## config.mk

```make
export PLATFORM = sky130hd
export DESIGN_NAME = crps_host
export DESIGN_NICKNAME = d
export VERILOG_FILES = /design/src/verilog/crps_pkg.sv /design/src/verilog/crps_host.sv /design/src/verilog/crps_sync.sv
export SDC_FILE = /design/constraint.sdc
export NUM_CORES = 1
export LEC_CHECK = 0
export ABC_AREA = 1
export ABC_CLOCK_PERIOD_IN_PS = 2000
export BUFFER_PORTS_ARGS = -buffer_cell sky130_fd_sc_hd__buf_2
export CAP_MARGIN = 20
export CORE_MARGIN = 2
export CORE_UTILIZATION = 35
export DETAILED_ROUTE_END_ITERATION = 8
export SYNTH_ARGS = -nofsm -noshare
export SYNTH_HDL_FRONTEND = slang
export SYNTH_SLANG_ARGS = --single-unit
export TNS_END_PERCENT = 20
```

## constraint.sdc

```tcl
create_clock -name clk_sys_i -period 2 [get_ports clk_sys_i]
set_input_delay 0 -clock clk_sys_i [delete_from_list [all_inputs] [get_ports clk_sys_i]]
set_output_delay 0 -clock clk_sys_i [all_outputs]
set_load 0.03 [all_outputs]
```

## src/verilog/crps_pkg.sv

```systemverilog
/*
 * constants for the card reset and power sequencer (host side): timing figures in their own
 * units, cycle counts derived at 125 MHz, and the sequencer state encoding.
 * assumes a single 125 MHz system clock; no registers are reached by software.
 */
package crps_pkg;

	// ----------------------------------------------------------------
	// clock
	// ----------------------------------------------------------------
	localparam int unsigned CLK_PERIOD_PS = 8000;

	// ----------------------------------------------------------------
	// timing figures and cycle counts
	// ----------------------------------------------------------------
	localparam int unsigned RESET_PULSE_WIDTH_US = 10;
	localparam int unsigned RESET_SETUP_MS = 100;
	localparam int unsigned CE_RECOVER_US = 1;
	localparam int unsigned POWER_SETUP_MS = 100;
	// least times round up
	localparam longint unsigned RESET_PULSE_CYC =
		(64'(RESET_PULSE_WIDTH_US) * 1000000 + CLK_PERIOD_PS - 1) / CLK_PERIOD_PS;
	localparam longint unsigned RESET_SETUP_CYC =
		(64'(RESET_SETUP_MS) * 1000000000 + CLK_PERIOD_PS - 1) / CLK_PERIOD_PS;
	localparam longint unsigned CE_RECOVER_CYC =
		(64'(CE_RECOVER_US) * 1000000 + CLK_PERIOD_PS - 1) / CLK_PERIOD_PS;
	localparam longint unsigned POWER_SETUP_CYC =
		(64'(POWER_SETUP_MS) * 1000000000 + CLK_PERIOD_PS - 1) / CLK_PERIOD_PS;

	localparam int unsigned CNT_W = 24;
	localparam logic [CNT_W-1:0] CNT_ZERO = 24'h000000;

	// ----------------------------------------------------------------
	// sequencer states
	// ----------------------------------------------------------------
	typedef enum logic [2:0] {
		CRPS_OFF = 3'b000,
		CRPS_PWR_UP = 3'b001,
		CRPS_RST_PULSE = 3'b010,
		CRPS_RST_SETUP = 3'b011,
		CRPS_WAIT_RDY = 3'b100,
		CRPS_READY = 3'b101,
		CRPS_CE_RECOVER = 3'b110
	} crps_state_e;

endpackage

```

## src/verilog/crps_host.sv

```systemverilog
/*
 * host-side sequencer for a removable flash card: gates card supply on insertion, runs the
 * power-on and hard reset sequences, drives the output-enable strobe for the selected mode,
 * and grants card access only once the card reports ready.
 * assumes card pins are asynchronous (synchronised here) and user requests are on clk_sys_i.
 * clk_en_i low freezes every register except the reset release pair.
 * hard reset requests count only in READY and never in disk-interface mode.
 */
`timescale 1ns/1ps
// Notes on behaviour
// card clears registers on reset or power loss
// no access until ready/busy line high
// hard reset pulse at least 10 us
// wait 100 ms after hard reset
// wait 1 us card-enable recovery
// hard reset only in memory/io modes
// reset inactive and ready allows power cutoff
// supply power only when both detects present
// output enable high during power-on reset
// disk-interface mode ties output enable low
// no insertion/removal while disk mode active
// no power removal during internal operations
// any detect loss restarts full power sequence
module crps_host #(
	parameter longint unsigned RESET_PULSE_CYC = crps_pkg::RESET_PULSE_CYC,
	parameter longint unsigned RESET_SETUP_CYC = crps_pkg::RESET_SETUP_CYC,
	parameter longint unsigned CE_RECOVER_CYC = crps_pkg::CE_RECOVER_CYC,
	parameter longint unsigned POWER_SETUP_CYC = crps_pkg::POWER_SETUP_CYC
) (
	// clock, reset, enable
	input wire logic clk_sys_i,
	input wire logic rst_n_i,
	input wire logic clk_en_i,
	// user requests
	input wire logic disk_mode_i,
	input wire logic power_req_i,
	input wire logic hard_reset_req_i,
	input wire logic access_active_i,
	// user status
	output logic access_ok_o,
	output logic seq_busy_o,
	output logic powered_o,
	output logic cutoff_ok_o,
	output logic [2:0] state_o,
	// card pins
	input wire logic card_detect_first_n_i,
	input wire logic card_detect_second_n_i,
	input wire logic ready_busy_line_i,
	output logic card_power_en_o,
	output logic card_reset_o,
	output logic card_oe_n_o,
	output logic card_ce_n_o
);

	// ----------------------------------------------------------------
	// reset release
	// ----------------------------------------------------------------
	// the release pair ignores the enable so reset always completes
	logic rst_meta_q;
	logic rst_sync_q;
	logic rst_n;

	always_ff @(posedge clk_sys_i or negedge rst_n_i) begin
		if (!rst_n_i) begin
			rst_meta_q <= 1'b0;
			rst_sync_q <= 1'b0;
		end else begin
			rst_meta_q <= 1'b1;
			rst_sync_q <= rst_meta_q;
		end
	end
	assign rst_n = rst_sync_q;

	// ----------------------------------------------------------------
	// pin synchronisers
	// ----------------------------------------------------------------
	logic [2:0] pins_sync;

	crps_sync #(
		.WIDTH(3),
		.RST_VAL(3'h3)
	) u_sync (
		.clk_sys_i(clk_sys_i),
		.rst_n_i(rst_n),
		.clk_en_i(clk_en_i),
		.async_i({ready_busy_line_i, card_detect_second_n_i, card_detect_first_n_i}),
		.sync_o(pins_sync)
	);

	// ----------------------------------------------------------------
	// decode
	// ----------------------------------------------------------------
	wire det_first = ~pins_sync[0];
	wire det_second = ~pins_sync[1];
	wire card_in = det_first & det_second;
	wire card_ready = pins_sync[2];
	logic mode_disk_q;

	function automatic logic [crps_pkg::CNT_W-1:0] cnt_load(input longint unsigned cyc);
		begin
			cnt_load = (cyc > 1) ? crps_pkg::CNT_W'(cyc - 1) : crps_pkg::CNT_ZERO;
		end
	endfunction

	// every wait state lasts exactly its own count
	wire [crps_pkg::CNT_W-1:0] load_power = cnt_load(POWER_SETUP_CYC);
	wire [crps_pkg::CNT_W-1:0] load_pulse = cnt_load(RESET_PULSE_CYC);
	wire [crps_pkg::CNT_W-1:0] load_recover = cnt_load(CE_RECOVER_CYC);
	wire [crps_pkg::CNT_W-1:0] load_setup = cnt_load(RESET_SETUP_CYC);

	// ----------------------------------------------------------------
	// transition requests
	// ----------------------------------------------------------------
	// power-up is only taken with both detects seen present
	wire go_power = power_req_i & card_in;
	// power-off waits for the request to drop and any access to finish
	wire go_off = ~power_req_i & ~access_active_i; // see R7
	// hard reset belongs to the memory and io card modes only
	wire go_hard_reset = hard_reset_req_i & ~mode_disk_q;

	// ----------------------------------------------------------------
	// sequencer
	// ----------------------------------------------------------------
	crps_pkg::crps_state_e state_q;
	crps_pkg::crps_state_e state_d;
	logic [crps_pkg::CNT_W-1:0] cnt_q;
	logic [crps_pkg::CNT_W-1:0] cnt_d;
	wire cnt_done = (cnt_q == crps_pkg::CNT_ZERO);
	// the counter parks at zero until the next load
	wire [crps_pkg::CNT_W-1:0] cnt_dec = cnt_done ? cnt_q : cnt_q - 1'b1;
	// a detect loss always wins; hot-removal in disk mode is the user's duty
	wire card_lost = ~card_in; // see R13

	always_comb begin
		state_d = state_q;
		cnt_d = cnt_dec;
		if (card_lost) begin
			state_d = crps_pkg::CRPS_OFF;
			cnt_d = crps_pkg::CNT_ZERO;
		end else begin
			case (state_q)
				crps_pkg::CRPS_OFF: begin
					if (go_power) begin
						state_d = crps_pkg::CRPS_PWR_UP;
						cnt_d = load_power;
					end
				end
				crps_pkg::CRPS_PWR_UP: begin
					if (cnt_done) begin
						state_d = crps_pkg::CRPS_WAIT_RDY;
					end
				end
				crps_pkg::CRPS_RST_PULSE: begin
					if (cnt_done) begin
						state_d = crps_pkg::CRPS_CE_RECOVER;
						cnt_d = load_recover;
					end
				end
				crps_pkg::CRPS_CE_RECOVER: begin
					if (cnt_done) begin
						state_d = crps_pkg::CRPS_RST_SETUP;
						cnt_d = load_setup;
					end
				end
				crps_pkg::CRPS_RST_SETUP: begin
					if (cnt_done) begin
						state_d = crps_pkg::CRPS_WAIT_RDY;
					end
				end
				crps_pkg::CRPS_WAIT_RDY: begin
					if (card_ready) begin
						state_d = crps_pkg::CRPS_READY;
					end
				end
				crps_pkg::CRPS_READY: begin
					if (!card_ready) begin
						state_d = crps_pkg::CRPS_WAIT_RDY;
					end else if (go_off) begin
						state_d = crps_pkg::CRPS_OFF; // see R7
					end else if (go_hard_reset) begin
						state_d = crps_pkg::CRPS_RST_PULSE; // see R6
						cnt_d = load_pulse;
					end
				end
				default: begin
					state_d = crps_pkg::CRPS_OFF;
					cnt_d = crps_pkg::CNT_ZERO;
				end
			endcase
		end
	end

	always_ff @(posedge clk_sys_i or negedge rst_n) begin
		if (!rst_n) begin
			state_q <= crps_pkg::CRPS_OFF;
		end else if (clk_en_i) begin
			state_q <= state_d;
		end
	end

	// the wait counter moves only with the clock enable
	always_ff @(posedge clk_sys_i or negedge rst_n) begin
		if (!rst_n) begin
			cnt_q <= crps_pkg::CNT_ZERO;
		end else if (clk_en_i) begin
			cnt_q <= cnt_d;
		end
	end

	// ----------------------------------------------------------------
	// mode latch
	// ----------------------------------------------------------------
	// mode is latched only while the card is unpowered
	always_ff @(posedge clk_sys_i or negedge rst_n) begin
		if (!rst_n) begin
			mode_disk_q <= 1'b0;
		end else if (clk_en_i && state_q == crps_pkg::CRPS_OFF) begin
			mode_disk_q <= disk_mode_i;
		end
	end

	// ----------------------------------------------------------------
	// outputs
	// ----------------------------------------------------------------
	wire in_off = (state_q == crps_pkg::CRPS_OFF);
	wire in_ready = (state_q == crps_pkg::CRPS_READY);
	wire in_pulse = (state_q == crps_pkg::CRPS_RST_PULSE);
	wire in_pwrup = (state_q == crps_pkg::CRPS_PWR_UP);
	wire in_ce_hold = in_pulse || (state_q == crps_pkg::CRPS_CE_RECOVER);
	// card loses all register contents once power drops
	wire power_d = ~in_off & card_in; // see R8
	wire oe_n_d = mode_disk_q ? 1'b0 : (in_pwrup | ~in_ready); // see R9
	wire reset_d = in_pulse;
	wire ce_n_d = in_ce_hold | ~in_ready;
	wire access_d = in_ready & card_ready;

	logic power_q;
	logic reset_q;
	logic oe_n_q;
	logic ce_n_q;
	logic access_q;

	// ----------------------------------------------------------------
	// card pin registers
	// ----------------------------------------------------------------
	always_ff @(posedge clk_sys_i or negedge rst_n) begin
		if (!rst_n) begin
			power_q <= 1'b0;
		end else if (clk_en_i) begin
			power_q <= power_d;
		end
	end

	always_ff @(posedge clk_sys_i or negedge rst_n) begin
		if (!rst_n) begin
			reset_q <= 1'b0;
		end else if (clk_en_i) begin
			reset_q <= reset_d;
		end
	end

	always_ff @(posedge clk_sys_i or negedge rst_n) begin
		if (!rst_n) begin
			oe_n_q <= 1'b1;
		end else if (clk_en_i) begin
			oe_n_q <= oe_n_d;
		end
	end

	// card enable stays high through the pulse and the recovery wait
	always_ff @(posedge clk_sys_i or negedge rst_n) begin
		if (!rst_n) begin
			ce_n_q <= 1'b1;
		end else if (clk_en_i) begin
			ce_n_q <= ce_n_d;
		end
	end

	// ----------------------------------------------------------------
	// user status
	// ----------------------------------------------------------------
	// access is granted two cycles after the card is first seen ready in CRPS_WAIT_RDY
	always_ff @(posedge clk_sys_i or negedge rst_n) begin
		if (!rst_n) begin
			access_q <= 1'b0;
		end else if (clk_en_i) begin
			access_q <= access_d;
		end
	end

	// ----------------------------------------------------------------
	// port drive
	// ----------------------------------------------------------------
	assign card_power_en_o = power_q;
	assign card_reset_o = reset_q;
	assign card_oe_n_o = oe_n_q;
	assign card_ce_n_o = ce_n_q;
	assign access_ok_o = access_q;
	assign powered_o = power_q;
	assign seq_busy_o = ~in_off & ~in_ready;
	assign cutoff_ok_o = in_ready & ~reset_q & card_ready;
	assign state_o = state_q;

endmodule

```

## src/verilog/crps_sync.sv

```systemverilog
/*
 * two flip-flop synchroniser for a bus of pin inputs.
 * assumes the inputs are asynchronous to clk_sys_i; reset value is a parameter.
 */
`timescale 1ns/1ps
module crps_sync #(
	parameter int unsigned WIDTH = 1,
	parameter logic [WIDTH-1:0] RST_VAL = '0
) (
	// clock and reset
	input wire logic clk_sys_i,
	input wire logic rst_n_i,
	input wire logic clk_en_i,
	// data
	input wire logic [WIDTH-1:0] async_i,
	output logic [WIDTH-1:0] sync_o
);

	logic [WIDTH-1:0] meta_q;
	logic [WIDTH-1:0] sync_q;

	always_ff @(posedge clk_sys_i or negedge rst_n_i) begin
		if (!rst_n_i) begin
			meta_q <= RST_VAL;
			sync_q <= RST_VAL;
		end else if (clk_en_i) begin
			meta_q <= async_i;
			sync_q <= meta_q;
		end
	end

	assign sync_o = sync_q;

endmodule
```

# == After elaboration in Yosys (flattened, before gate mapping) ==
# Cells that the tools add are included.
# word_totals
out_inout_bits,11
elab_cells,71
reg_bits,41
input_bits,10
# classes
eq_ne,12
muxes,20
bitwise_logic,19
reduce_logical,7
n_addsub,1
# ops
op,count
2-to-1 mux 24 bit,8
case mux 24 bit (5 select lines),1
2-to-1 mux 3 bit,9
zero test 24 bit,1
"subtractor 24 x 1 -> 24 bit, second input constant",1
case mux 3 bit (6 select lines),1
bitwise AND 1 bit,9
"equality test 3 bit, second input constant",3
"!= test 3 bit, second input constant",3
inverter 1 bit,8
AND reduction 7 bit,1
"equality test 3 x 2 -> 1 bit, second input constant",2
"!= test 3 x 2 -> 1 bit, second input constant",2
"!= test 5 bit, second input constant",1
"equality test 3 x 1 -> 1 bit, second input constant",1
zero test 3 bit,1
OR reduction 3 bit,1
OR 1 bit,2
OR reduction 2 bit,1
logical AND 1 bit,1
logical OR 1 bit,1
2-to-1 mux 1 bit,1

# == Longest topological paths before layout ==
# depth
word_depth,7
depth_mapped,13
depth_no_buf,13

# == By module ==
# From an unflattened synthesis, not the netlist that was laid out.
# unflattened
cells_unflattened,398
hier_area_um2,2856.5
# by_module_without_submodules
mod,cells_per_inst,area_each_um2,seq_area_each_um2,instances
crps_host,373,2630.0,878.3,1
crps_sync,25,226.5,155.1,1

# == Least setup slack after synthesis ==
# Ideal clock, no wire load.
# synth_timing
path_kind,reg-to-reg
from,reg cnt_q[0] in the netlist's numbering
to,reg cnt_q[0] in the netlist's numbering
slack_ns,0.251
period_less_slack_ns,1.749
arrival_ns,1.616
path_stages_with_launch,12
setup_time_ns,0.132
n_path_buf,0
required_ns,1.868
cell_sequence,dfrtp_1 inv_1 ha_1 nand3_1 nor2_1 nand2_1 nor2_1 inv_1 ha_1 nand3_1 a21oi_1 o22ai_1
# synth_via
elab_chain_len,7
elab_cells_between_ends,11
cone_classes,add/sub (1); mux (9); reduce/logical (1)
# synth_rtl
element,line_no,text
"start, declared",crps_host.sv:126,logic [crps_pkg::CNT_W-1:0] cnt_q;
"start signal, assigned",crps_host.sv:204,cnt_q <= crps_pkg::CNT_ZERO;
"start signal, assigned",crps_host.sv:206,cnt_q <= cnt_d;
subtractor 24 x 1 -> 24 bit or zero test 24 bit (tied branches),"crps_host.sv:130, crps_host.sv:128",
2-to-1 mux 24 bit,crps_host.sv:130,wire [crps_pkg::CNT_W-1:0] cnt_dec = cnt_done ? cnt_q : cnt_q - 1'b1;
2-to-1 mux 24 bit,crps_host.sv:180,end else if (go_hard_reset) begin
2-to-1 mux 24 bit,crps_host.sv:178,end else if (go_off) begin
2-to-1 mux 24 bit,crps_host.sv:176,if (!card_ready) begin
case mux 24 bit (5 select lines) (*),crps_host.sv:141,case (state_q)
2-to-1 mux 24 bit (*),crps_host.sv:137,if (card_lost) begin
# Mark *: on every way between the ends. The rest lies on a longest branch, timed or not.
# A chain may end at the register's enable or synchronous reset.

# == Worst setup path in the final report ==
# layout_timing
from,reg cnt_q[20] in the netlist's numbering
to,reg cnt_q[0] in the netlist's numbering
# layout_via
elab_chain_len,7
elab_cells_between_ends,10
cone_classes,mux (9); reduce/logical (1)
# layout_rtl
element,line_no,text
zero test 24 bit (*),crps_host.sv:128,wire cnt_done = (cnt_q == crps_pkg::CNT_ZERO);
2-to-1 mux 24 bit,crps_host.sv:130,
2-to-1 mux 24 bit,crps_host.sv:180,
2-to-1 mux 24 bit,crps_host.sv:178,
2-to-1 mux 24 bit,crps_host.sv:176,
case mux 24 bit (5 select lines) (*),crps_host.sv:141,
2-to-1 mux 24 bit (*),crps_host.sv:137,
# Marks and branches as above.

==> reports/results.tsv <==
metric	value	unit
yosysWarningCount	0	
hold_viol_final	0	
peakVddDrop	0.492	mV
diodes	0	
outcome	finished clean	
final_cell_mix	nand2_1, nor2_1, nand3_1, dfrtp_1, inv_1	
finalMaxSlewViolations	0	
fin_area	3270	µm²
crit_buf_inv	2	
maxCapViolCount	0	
nets	464	
min_period_over_period	94.7	%
final_layout_size_suffix_gt1_share	18.2	%
setup_violations	0	
fp.coreArea	7730	µm²
reg2reg_from	cnt_q[20]$_DFFE_PN0P_	
layout_commonest_cell	nand2_1	
rsz0062_at_grt	yes	
viasPerCell	4.74	
hold_end	u_sync.sync_o[0]$_DFFE_PN1P_	
ff2ff_path_depth	10	
finalPower	5.83	mW
pwr_density_cell	1790	nW/µm²
syn_area_per_cell	6.73	µm²
grt-ovfl-total	0	
finalCriticalPeriod	1.89	ns
clock_skew	0.00662	ns
clkSinkCount	41	
die_w	93.1	µm
grt_pass1_wl	12.8	mm
dpl.hpwl	5.53	mm
clk_latency	0.30	ns
netlist_instances	413	
max_stage_delay	0.43	ns
r2r_slack	0.11	ns
syn_to_final_growth	17.5	%
whs_path_depth	3	
routed_wl	7.19	mm
crit_slowest_cell	dfrtp_1	
vias	2620	
initial_utilization	36.0	%
seq_area_frac_synth	37.2	%
path_cells	nor2_1 > inv_1 > nor2_1 > nand2_1 > nor2_1 > inv_2 > ha_1 > nand3_1 > a21oi_1 > o22ai_1	
syn_nets	427	
clk_pin_slew	0.09	ns
std_cell_rows	32	
dpl_cell_area	3060	µm²
critPathMostFrequentCell	nor2_1	
die_h	93.1	µm
wl_per_cell	13.0	µm
cts_tree	yes	
grt_max_degree	21	
cts_htree_levels	2	
critPathKind	reg -> reg	
drt-initial-drc-count	264	
crit_start	cnt_q[20]$_DFFE_PN0P_	
ioPinCount	21	
hold_slack	0.0447	ns
start_kind	flip-flop	
max_freq	528	MHz
hold_class	in -> reg	
drcViolationCount	0	
crit_family	simple AND/OR/NAND/NOR gates	
ys_types	33	
crit_path_end_kind	flip-flop	
synth_area	2780	µm²
dieArea	8670	µm²
cp.required	2.18	ns
cts_buffer_depth	2	
grt_pass1_vias	2658	
synth_seq_cells	41	
antenna_found_initial	0	
path_max_fanout	5	
gp_congestion	0.909	
cts_buffers	5	
critPathArrivalTime	2.08	ns
cellLeakagePower	1.76	nW
io_buffers	20	
worst_r2r_endpoint	cnt_q[0]$_DFFE_PN0P_	
cts_root_buf	clkbuf_8	
drtAntennaViolNets	0	
firstDrtPassIters	4	
hold_start	clk_en_i	
globalRouteTotalUtil	18.6	%
==> worst reg2reg max path: cells and delay by family (launching register included) <==
kind / cells / cell delay [ns]
and+or+nand+nor: 5 / 0.68
DFF: 1 / 0.43
adders and majority gates: 1 / 0.29
AOI/OAI and AO/OA: 2 / 0.21
buffers and inverters: 2 / 0.18
==> cell type report <==
| type | count | area (µm²) |
|---|---|---|
| clock inverter | 3 | 46.3 |
| inverter | 37 | 139 |
| tap | 102 | 128 |
| clock buffer | 5 | 68.8 |
| multi-input combinational | 328 | 1590 |
| timing repair buffer | 37 | 255 |
| fill | 799 | 4460 |
| sequential | 41 | 1030 |
==> sequential cells by signal (all words and copies together), names as in the netlist, 3 cells and up <==
signal,cells
u_sync.sync_o,3
state_o,3
cnt_q,24
u_sync.meta_q,3
==> cell usage after synthesis, drive strengths merged <==
library cell  count  share of area, %
a211oi            1              0.27
a21oi             6               1.5
buf               3              0.63
clkbuf            4              0.54
clkinv            3              0.41
conb              1              0.13
dfrtp            35                32
dfstp             6               5.7
ha                4               1.8
inv              34               4.6
nand2           164                23
nand3            40               7.8
nand3b            2              0.54
nand4             8               2.3
nor2             63                10
nor3              3              0.72
o21ai            17               3.1
o21bai            2              0.54
o22ai             2              0.45
or2               1              0.23
xnor2             1              0.32
xor2             13               4.1
==> metal layers <==
layer	routed length (µm)	part of all wire (%)	track usage [%]	vias up
li1	-	-	-	1378
met1	3610	50	26.0	1207
met2	3340	46	29.3	31
met3	169	2.4	2.90	4
met4	68	0.95	6.37	0
met5	0	0	0	-
==> cells by family (layout without fill, tap and decap cells) <==
logic type | after synthesis | after routing | synth area share (%)
adders and majority gates | 4 | 4 | 1.80
DFF | 41 | 41 | 37.2
buffers and inverters | 44 | 82 | 6.17
other | 1 | 1 | 0.135
AOI/OAI and AO/OA | 28 | 28 | 5.81
xor gates and xnor gates | 14 | 14 | 4.41
and+or+nand+nor | 281 | 281 | 44.5
==> timing repair <==
action                                 in CTS  in global routing
hold buffers                                6                  0
setup endpoints to repair                   0                 12
endpoints found under the hold margin       6                  0
setup buffers                               0                  1
resized for setup                           0                  8
==> worst max path at each step <==
stage          slack [ns]                    end  cells past startpoint
2_1_floorplan        0.25   cnt_q[0]$_DFFE_PN0P_                     11
3_3_place_gp         0.19   cnt_q[0]$_DFFE_PN0P_                     10
3_5_place_dp         0.13   cnt_q[0]$_DFFE_PN0P_                     11
4_1_cts              0.09   cnt_q[0]$_DFFE_PN0P_                     11
5_1_grt            -0.007  cnt_q[17]$_DFFE_PN0P_                     13
6_report             0.11   cnt_q[0]$_DFFE_PN0P_                     10
==> metrics by stage <==
stage | util [%] | worst slack (ns) | std cells | TNS (ns)
floorplan | - | 0.251 | 413 | 0
global placement | 39.6 | 0.191 | 538 | 0
detailed placement | 39.6 | 0.134 | 538 | 0
CTS | 41.9 | 0.0949 | 552 | 0
global route | 42.3 | -0.00686 | 553 | -0.00686
finish | 42.3 | 0.106 | 553 | 0
==> power by group <==
group	total [mW]	switching, mW	internal [mW]
combinational	3.68	2.38	1.30
sequential	1.45	0.348	1.10
clock	0.702	0.328	0.374
Power figures use the tool's default switching activity.
